[src/verilog/lcs_consts.svh]
/*
 * constants for the cache sram host controller: address widths, pin timing counts.
 * assumes a 25 MHz controller clock (40 ns period).
 */
`ifndef LCS_CONSTS_SVH
`define LCS_CONSTS_SVH

`define LCS_CLK_PERIOD_NS 40
`define LCS_ADDR_W 13
`define LCS_DATA_W 16
`define LCS_TOP_BIT 12
// strobe high time, ns (min)
`define LCS_STROBE_NS 12
// address setup to strobe low, ns (min)
`define LCS_ADDR_SETUP_NS 8
// write enable pulse width, ns (min)
`define LCS_WRITE_PULSE_NS 30
// output enable to data valid plus address access, ns (min wait)
`define LCS_READ_ACCESS_NS 45
`define LCS_CYC(ns) (((ns) + `LCS_CLK_PERIOD_NS - 1) / `LCS_CLK_PERIOD_NS)
`define LCS_STROBE_CYC `LCS_CYC(`LCS_STROBE_NS)
`define LCS_SETUP_CYC `LCS_CYC(`LCS_ADDR_SETUP_NS)
`define LCS_WRITE_CYC `LCS_CYC(`LCS_WRITE_PULSE_NS)
`define LCS_READ_CYC `LCS_CYC(`LCS_READ_ACCESS_NS)
`define LCS_CNT_W 4

`endif

[src/verilog/lcs_pkg.sv]
/*
 * types for the cache sram host controller.
 * assumes lcs_consts.svh is included first.
 */
`include "lcs_consts.svh"

package lcs_pkg;

    typedef struct packed {
        logic write;
        logic way_b;
        logic [1:0] lanes;
        logic [`LCS_ADDR_W-1:0] addr;
        logic [`LCS_DATA_W-1:0] wdata;
    } lcs_req_t;

    typedef struct packed {
        logic strobe;
        logic chip_enable_n;
        logic low_byte_select_n;
        logic high_byte_select_n;
        logic way_a_write_n;
        logic way_b_write_n;
        logic way_a_drive_n;
        logic way_b_drive_n;
    } lcs_ctl_t;

    typedef enum logic [2:0] {
        LCS_IDLE,
        LCS_SETUP,
        LCS_LATCH,
        LCS_WRITE,
        LCS_READ,
        LCS_END
    } lcs_state_t;

endpackage : lcs_pkg

[src/verilog/lcs_timer.sv]
/*
 * down counter used for pin phase lengths.
 * assumes load and load value come from the same clock domain.
 */
`include "lcs_consts.svh"

module lcs_timer (
    input wire logic ref_clk_in,
    input wire logic resetn_in,
    input wire logic load_in,
    input wire logic [`LCS_CNT_W-1:0] value_in,
    output logic done_out
);
    logic [`LCS_CNT_W-1:0] cnt_q;
    logic [`LCS_CNT_W-1:0] cnt_d;

    assign cnt_d = load_in ? value_in : (cnt_q != '0 ? cnt_q - 4'h1 : cnt_q);
    assign done_out = (cnt_q == 4'h1) && !load_in;

    always_ff @(posedge ref_clk_in or negedge resetn_in) begin
        if (!resetn_in) begin
            cnt_q <= 4'h0;
        end else begin
            cnt_q <= cnt_d;
        end
    end
endmodule : lcs_timer

[src/verilog/lcs_host.sv]
/*
 * host controller for the 128-kbit latched two-way cache sram.
 * assumes the sram pins are wired straight to the outputs and the data pins are
 * resolved outside from data_oe_n_out; inputs are synchronous to ref_clk_in.
 */
//
// Behaviour
// - two-way mode: top address bit ignored, host drives it low.
// - two-way write: chip enable, byte select and bank write enable low.
// - direct mode: write enables tied together, top bit picks bank.
// - two-way read: chip enable, bank output enable, byte select low; writes high.
// - direct mode: output enables tied together, top bit picks bank.
// - during any read both bank write enables stay high.
// - write data held stable across the write-ending rising edge.

`include "lcs_consts.svh"

module lcs_host (
    input wire logic ref_clk_in,
    input wire logic resetn_in,
    input wire logic two_way_mode_in,
    input wire logic req_valid_in,
    input wire lcs_pkg::lcs_req_t req_in,
    input wire logic [`LCS_DATA_W-1:0] data_in,
    output logic req_ready_out,
    output logic rsp_valid_out,
    output logic [`LCS_DATA_W-1:0] rsp_data_out,
    output logic mode_out,
    output logic [`LCS_ADDR_W-1:0] addr_out,
    output lcs_pkg::lcs_ctl_t ctl_out,
    output logic [`LCS_DATA_W-1:0] data_out,
    output logic data_oe_n_out
);
    ////////////////////////////////////////////////////////////////
    lcs_pkg::lcs_state_t state_q;
    lcs_pkg::lcs_state_t state_d;
    lcs_pkg::lcs_req_t req_q;
    lcs_pkg::lcs_ctl_t ctl_q;
    lcs_pkg::lcs_ctl_t ctl_d;
    logic [`LCS_ADDR_W-1:0] addr_q;
    logic [`LCS_DATA_W-1:0] wdata_q;
    logic [`LCS_DATA_W-1:0] rsp_data_q;
    logic rsp_valid_q;
    logic ready_q;
    logic mode_q;
    logic oe_n_q;
    logic tmr_load;
    logic [`LCS_CNT_W-1:0] tmr_value;
    logic tmr_done;
    logic take;
    logic [`LCS_ADDR_W-1:0] req_addr;
    logic sel_b;

    ////////////////////////////////////////////////////////////////
    // two-way forces the top bit low; direct uses it as the bank pick
    assign take = (state_q == lcs_pkg::LCS_IDLE) && req_valid_in;
    assign req_addr = two_way_mode_in ?
        {1'b0, req_in.addr[`LCS_TOP_BIT-1:0]} : req_in.addr;
    // direct mode drives both enables alike so the device decodes the top bit
    assign sel_b = req_q.way_b;

    lcs_timer u_timer (
        .ref_clk_in(ref_clk_in),
        .resetn_in(resetn_in),
        .load_in(tmr_load),
        .value_in(tmr_value),
        .done_out(tmr_done)
    );

    ////////////////////////////////////////////////////////////////
    always_comb begin
        state_d = state_q;
        ctl_d = ctl_q;
        tmr_load = 1'b0;
        tmr_value = 4'h0;
        case (state_q)
            lcs_pkg::LCS_IDLE: begin
                if (req_valid_in) begin
                    // strobe high: latch transparent while address settles
                    ctl_d.strobe = 1'b1;
                    tmr_load = 1'b1;
                    tmr_value = 4'(`LCS_STROBE_CYC + `LCS_SETUP_CYC);
                    state_d = lcs_pkg::LCS_SETUP;
                end
            end
            lcs_pkg::LCS_SETUP: begin
                if (tmr_done) begin
                    // falling strobe captures the address; the TOP_BYPASS variant takes the top bit straight from the pin
                    ctl_d.strobe = 1'b0;
                    state_d = lcs_pkg::LCS_LATCH;
                end
            end
            lcs_pkg::LCS_LATCH: begin
                ctl_d.chip_enable_n = 1'b0;
                ctl_d.low_byte_select_n = !req_q.lanes[0];
                ctl_d.high_byte_select_n = !req_q.lanes[1];
                tmr_load = 1'b1;
                if (req_q.write) begin
                    ctl_d.way_a_write_n = !(!mode_q || !sel_b);
                    ctl_d.way_b_write_n = !(!mode_q || sel_b);
                    tmr_value = 4'(`LCS_WRITE_CYC);
                    state_d = lcs_pkg::LCS_WRITE;
                end else begin
                    // never both low in two-way: that would deselect both banks
                    ctl_d.way_a_drive_n = !(!mode_q || !sel_b);
                    ctl_d.way_b_drive_n = !(!mode_q || sel_b);
                    tmr_value = 4'(`LCS_READ_CYC);
                    state_d = lcs_pkg::LCS_READ;
                end
            end
            lcs_pkg::LCS_WRITE: begin
                if (tmr_done) begin
                    // write enables rise first; data and address still held
                    ctl_d.way_a_write_n = 1'b1;
                    ctl_d.way_b_write_n = 1'b1;
                    state_d = lcs_pkg::LCS_END;
                end
            end
            lcs_pkg::LCS_READ: begin
                if (tmr_done) begin
                    ctl_d.way_a_drive_n = 1'b1;
                    ctl_d.way_b_drive_n = 1'b1;
                    state_d = lcs_pkg::LCS_END;
                end
            end
            lcs_pkg::LCS_END: begin
                // deselect: device floats and blocks writes
                ctl_d.chip_enable_n = 1'b1;
                ctl_d.low_byte_select_n = 1'b1;
                ctl_d.high_byte_select_n = 1'b1;
                state_d = lcs_pkg::LCS_IDLE;
            end
            default: begin
                state_d = lcs_pkg::LCS_IDLE;
            end
        endcase
    end

    ////////////////////////////////////////////////////////////////
    always_ff @(posedge ref_clk_in or negedge resetn_in) begin
        if (!resetn_in) begin
            state_q <= lcs_pkg::LCS_IDLE;
            ctl_q <= '{strobe: 1'b0, default: 1'b1};
        end else begin
            state_q <= state_d;
            ctl_q <= ctl_d;
        end
    end

    always_ff @(posedge ref_clk_in or negedge resetn_in) begin
        if (!resetn_in) begin
            req_q <= '0;
            addr_q <= 13'h0000;
            wdata_q <= 16'h0000;
            mode_q <= 1'b1;
        end else if (take) begin
            req_q <= req_in;
            addr_q <= req_addr;
            wdata_q <= req_in.wdata;
            mode_q <= two_way_mode_in;
        end
    end

    // host drives data only for the write phases; released while reading
    always_ff @(posedge ref_clk_in or negedge resetn_in) begin
        if (!resetn_in) begin
            oe_n_q <= 1'b1;
        end else begin
            oe_n_q <= !(req_q.write && (state_d == lcs_pkg::LCS_WRITE
                || (state_q == lcs_pkg::LCS_WRITE)));
        end
    end

    always_ff @(posedge ref_clk_in or negedge resetn_in) begin
        if (!resetn_in) begin
            rsp_valid_q <= 1'b0;
            rsp_data_q <= 16'h0000;
            ready_q <= 1'b1;
        end else begin
            rsp_valid_q <= (state_q == lcs_pkg::LCS_READ) && tmr_done;
            if ((state_q == lcs_pkg::LCS_READ) && tmr_done) begin
                rsp_data_q <= data_in;
            end
            ready_q <= (state_d == lcs_pkg::LCS_IDLE);
        end
    end

    ////////////////////////////////////////////////////////////////
    assign req_ready_out = ready_q;
    assign rsp_valid_out = rsp_valid_q;
    assign rsp_data_out = rsp_data_q;
    assign mode_out = mode_q;
    assign addr_out = addr_q;
    assign ctl_out = ctl_q;
    assign data_out = wdata_q;
    assign data_oe_n_out = oe_n_q;
endmodule : lcs_host

[config.mk]
export PLATFORM = sky130hd
export DESIGN_NAME = lcs_host
export DESIGN_NICKNAME = d
export VERILOG_FILES = /design/src/verilog/lcs_pkg.sv /design/src/verilog/lcs_timer.sv /design/src/verilog/lcs_host.sv
export VERILOG_INCLUDE_DIRS = /design/src /design/src/verilog
export SDC_FILE = /design/constraint.sdc
export NUM_CORES = 1
export LEC_CHECK = 0
export BUFFER_PORTS_ARGS = -buffer_cell sky130_fd_sc_hd__buf_4
export CORE_MARGIN = 2
export CORE_UTILIZATION = 48
export DETAILED_ROUTE_END_ITERATION = 10
export PLACE_DENSITY = 0.88
export SYNTH_ARGS = -nofsm -noshare
export SYNTH_HDL_FRONTEND = slang
export SYNTH_SLANG_ARGS = --single-unit
[constraint.sdc]
create_clock -name ref_clk_in -period 2.27 [get_ports ref_clk_in]
set_input_delay 0.3405 -clock ref_clk_in [delete_from_list [all_inputs] [get_ports ref_clk_in]]
set_output_delay 0.3405 -clock ref_clk_in [all_outputs]
set_load 0.1 [all_outputs]
== After elaboration in Yosys (flattened, before gate mapping) ==
Cells that the tools add are included.
Word-level totals
  memories: 0
  RAM bits: 0
  register bits: 68
  output and inout bits: 57
  bits in latches: 0
  input bits: 53
  word-level logic and storage cells: 83
  bits in read-only memories: 0
Operators by class
  equality and inequality tests: 13
  multipliers: 0
  muxes and demuxes: 22
  reduce and logical (&&, ||, !) cells: 27
  divide/modulo/power cells: 0
  shifts and indexed selects: 0
  add/subtract/negate cells: 1
  bitwise logic cells: 0
  $lt $le $gt $ge: 0
Operators with widths (count)
  2-to-1 mux 13 bit: 1
  2-to-1 mux 3 bit: 4
  inequality test 2 bit (second input constant): 6
  case mux 2 bit (2 select lines): 3
  case mux 3 bit (4 select lines): 1
  2-to-1 mux 2 bit: 5
  nonzero test 2 bit: 5
  equality test 3 x 2 -> 1 bit (second input constant): 3
  AND reduction 3 bit: 3
  zero test 1 bit: 8
  2-to-1 mux 4 bit: 2
  equality test 3 bit (second input constant): 2
  zero test 3 bit: 2
  case mux 3 bit (2 select lines): 1
  equality test 4 x 1 -> 1 bit (second input constant): 1
  logical AND 1 bit: 4
  case mux 1 bit (2 select lines): 2
  nonzero test 4 bit: 1
  subtractor 4 x 1 -> 4 bit (second input constant): 1
  equality test 3 x 1 -> 1 bit (second input constant): 1
  logical OR 1 bit: 3
  2-to-1 mux 1 bit: 3
  OR reduction 2 bit: 1

== Longest topological paths before layout ==
  depth after elaboration: 10
  depth in mapped cells: 6
  depth with buffers taken out: 5

== Modules after synthesis ==
Synthesis repeated with hierarchy kept, for this count alone.
Unflattened totals
  cell total of the unflattened synthesis: 202
  area total of the unflattened synthesis: 2847.7 um^2
Modules (own cells, without submodules)
  lcs_host: cells each 178, area an instance 2585.0 um^2, sequential area each 1614.0 um^2, instances 1
  lcs_timer: cells each 24, area an instance 262.8 um^2, sequential area each 100.1 um^2, instances 1

== Least setup slack after synthesis ==
Ideal clock, no wire load.
  path kind: register to register
  start: reg state_q[2]
  end: reg addr_q[0] (netlist: addr_out[0])
  period minus slack after synthesis: 1.644 ns
  arrival time: 1.518 ns
  path buffers: 2
  cell stages (with the launch flop): 5
  required time: 2.145 ns
  slack: 0.626 ns
  setup time: 0.125 ns
  cells stage by stage: dfrtp_1 > buf_6 > nor4b_4 > buf_6 > mux2_2
On the way
  cells in the longest elaborated chain, start to end: 2
RTL lines
  from (decl): line lcs_host.sv:35  | lcs_pkg::lcs_state_t state_q;
  from (signal assigned): line lcs_host.sv:142  | state_q <= lcs_pkg::LCS_IDLE;
  from (signal assigned): line lcs_host.sv:145  | state_q <= state_d;
  zero test 3 bit: line lcs_host.sv:56  | assign take = (state_q == lcs_pkg::LCS_IDLE) && req_valid_in;
  logical AND 1 bit: line lcs_host.sv:56
  to (signal assigned): line lcs_host.sv:158  | addr_q <= req_addr;
  to (decl): line lcs_host.sv:40  | logic [`LCS_ADDR_W-1:0] addr_q;
Every way passes these cells.
A chain may end at the register's enable or synchronous reset.

== Final worst setup path ==
  start: reg u_timer.cnt_q[1]
  end: reg rsp_data_q[1] (netlist: rsp_data_out[1])
On the way
  cells in the longest elaborated chain, start to end: 3
RTL lines
  from (decl): line lcs_timer.sv:14  | logic [`LCS_CNT_W-1:0] cnt_q;
  from (signal assigned): line lcs_timer.sv:24  | cnt_q <= cnt_d;
  equality test 4 x 1 -> 1 bit: line lcs_timer.sv:18  | assign done_out = (cnt_q == 4'h1) && !load_in;
  logical AND 1 bit: line lcs_timer.sv:18
  logical AND 1 bit: line lcs_host.sv:181  | if ((state_q == lcs_pkg::LCS_READ) && tmr_done) begin
  to (signal assigned): line lcs_host.sv:182  | rsp_data_q <= data_in;
  to (decl): line lcs_host.sv:42  | logic [`LCS_DATA_W-1:0] rsp_data_q;
Every way passes these cells.

==> results.yml <==
worst_setup_path:
  arrival_ps: 2100
  r2r_cells: 5
  worst_setup_path_start_kind: "flip-flop"
  crit_family: "simple AND/OR/NAND/NOR gates"
  end_kind: "flip-flop"
  critPathSlowestCell: "nand3_2"
  path_cells: "inv_1 > ha_1 > nor3b_4 > nand3_2 > mux2_2"
  critPathKind: "flip-flop to flip-flop"
  r2r_slack_ps: 370
  path_buf_inv: 1
  slowest_delay_ps: 430
  r2r-end: "rsp_data_out[1]"
  rr_startpoint: "u_timer.cnt_q[1]"
  crit_required_ps: 2480
  worstPathMaxFanout: 19
detailed_routing:
  vias: 1950
  initialDrtViolationCount: 104
  routed_wl_mm: 5.77
  wl_per_cell_um: 14.8
  ant_nets: 0
  via_per_inst: 5.00
  drcViolationCount: 0
  dr.pass1.iters: 4
sta:
  slew_viol_final: 0
  setup_viol: 0
  max_slew_margin_pct: 45.8
  final_hold_viol_count: 0
  post-route-period-util_pct: 83.5
  skew_ps: 5.12
  setup_tns_ps: 0
  tightest_slew_ps: 814
  fin_crit_ps: 1900
  fmax_mhz: 528
  grt_setup_unrepaired: "false"
floorplanning:
  io_pins: 110
  die_w_um: 80.5
  fp.coreArea_mm2: 0.00557
  rows: 27
  start_util_pct: 50.3
  dieArea_mm2: 0.00647
  die_h_um: 80.5
worst_hold_path:
  hold_path_class: "input port to async pin"
layout:
  diodes: 0
  nNetsFinal: 370
  drive_above_1_share_pct: 59.1
  final_cell_mix: "113 x buf_4, 58 x dfrtp_1, 47 x mux2_2"
  layout_commonest_cell: "buf_4"
  n_fill_cell: 405
  synthToLayoutAreaGrowth_pct: 37.5
grt:
  grt_use_total_pct: 19.5
  grt_max_degree: 69
  grt_first_pass_wirelength_mm: 9.50
  antenna_found_initial: 0
  grt_pass1_vias: 2056
  overflow: 0
clock_tree:
  worstSkewPairLatency_ps: 330
  root_buffer: "clkbuf_8"
  cts_setup_buffers: 0
  clkSinkCount: 68
  hold_buffers: 0
  cts-buffers-inserted: 9
  post_cts_resized: 0
  clk_path_buf_depth: 2
  htree_levels: 3
  cts_tree: "built"
  clk_pin_slew_ps: 70
job:
  cap_viol_max_count: 0
run_status:
  outcome: "completed"
synthesis:
  async_reset_ff_share_pct: 100
  synth_warnings: 0
  synth_edf_count: 0
  syn_area_mm2: 0.00281
  ys_seq_area_share_pct: 61.1
  ys_seq_elements: 68
  synth_flop_cell: "dfrtp_1"
  syn-mean-instance-area_um2: 14.2
  synth_cell_types: 36
  synth_nets: 254
  synth_cells: 198
place:
  dp_hpwl_mm: 4.24
  port_buffers: 109
  gp_congestion: 0.766
-- logic make-up (layout without fill, tap and decap cells) --
logic type	Yosys count	in the layout	share of synthesized area, %
XOR/XNOR	1	1	0.312
flip-flops	68	68	61.1
multiplexers	50	50	20.0
adder cells (fa/ha/maj)	3	3	1.34
AND/OR/NAND/NOR	38	38	8.29
AO/OA/AOI/OAI	25	25	5.80
buffers and inverters	13	133	3.17
-- area by class of cell --
type | instances | area (um^2) | area share, %
timing repair buffer | 114 | 868 | 22.5
clock buffer | 13 | 159 | 4.12
tap | 72 | 90.1 | 2.33
sequential | 68 | 1710 | 44.4
clock inverter | 2 | 10.0 | 0.259
inverter | 4 | 15.0 | 0.389
multi-input combinational | 117 | 1000 | 26.0
-- state kept, by name, summed over array words and instances (netlist names) --
register	count
addr_out	13
ctl_out	8
data_oe_n_out	1
data_out	16
mode_out	1
req_q	3
req_ready_out	1
rsp_data_out	16
rsp_valid_out	1
sel_b	1
state_q	3
u_timer.cnt_q	4
-- layer usage --
layer  up-vias  part of all wire, %  global-route usage, %  routed length [um]
met5         -                    0                      0                   0
met4         0                  1.9                   10.3                 110
met3        10                  5.4                   4.38                 314
met2        53                   53                   32.3                3060
met1       952                   40                   23.7                2280
li1        935                    -                      -                   -
-- worst register-to-register path, cell delays in order (launching register included) --
cell and delay [ps]:
dfrtp_1 370, inv_1 110, ha_1 180, nor3b_4 270
nand3_2 430, mux2_2 430
-- worst max path at each step --
stage	slack, ps	end	from	cells after the start
finish	370	rsp_data_out[1]	u_timer.cnt_q[1]	5
global route	210	rsp_data_out[6]	u_timer.cnt_q[1]	5
global placement	440	rsp_data_out[0]	u_timer.cnt_q[1]	5
detailed placement	330	rsp_data_out[4]	u_timer.cnt_q[1]	5
floorplan	630	addr_out[0]	state_q[2]	4
CTS	340	rsp_data_out[4]	u_timer.cnt_q[1]	5
-- synthesized netlist by cell type, drive strengths merged, types with 3 or more instances --
library cell | number | share of area [%]
inv | 4 | 0.53
nor2 | 12 | 1.6
dfstp | 10 | 9.4
nand2 | 6 | 0.80
o21ai | 7 | 1.2
mux2 | 49 | 20
buf | 7 | 2.4
ha | 3 | 1.3
a21oi | 5 | 0.89
nand2b | 4 | 0.89
dfrtp | 58 | 52
nor3 | 3 | 0.53
a22oi | 4 | 1.1
-- per-stage QoR --
stage	instances	util (%)	cell area [um^2]	hold slack (ps)	setup WS, ps
after global placement	375	66.2	3690	432	436
after floorplan	198	-	2810	44.9	626
after detailed placement	375	66.2	3690	444	334
final	390	69.2	3860	105	375
after CTS	390	69.2	3860	138	335
after global routing	390	69.2	3860	187	207
Power is not shown: default switching activity piles up to over one toggle a cycle in this logic, so the estimate is an artifact.
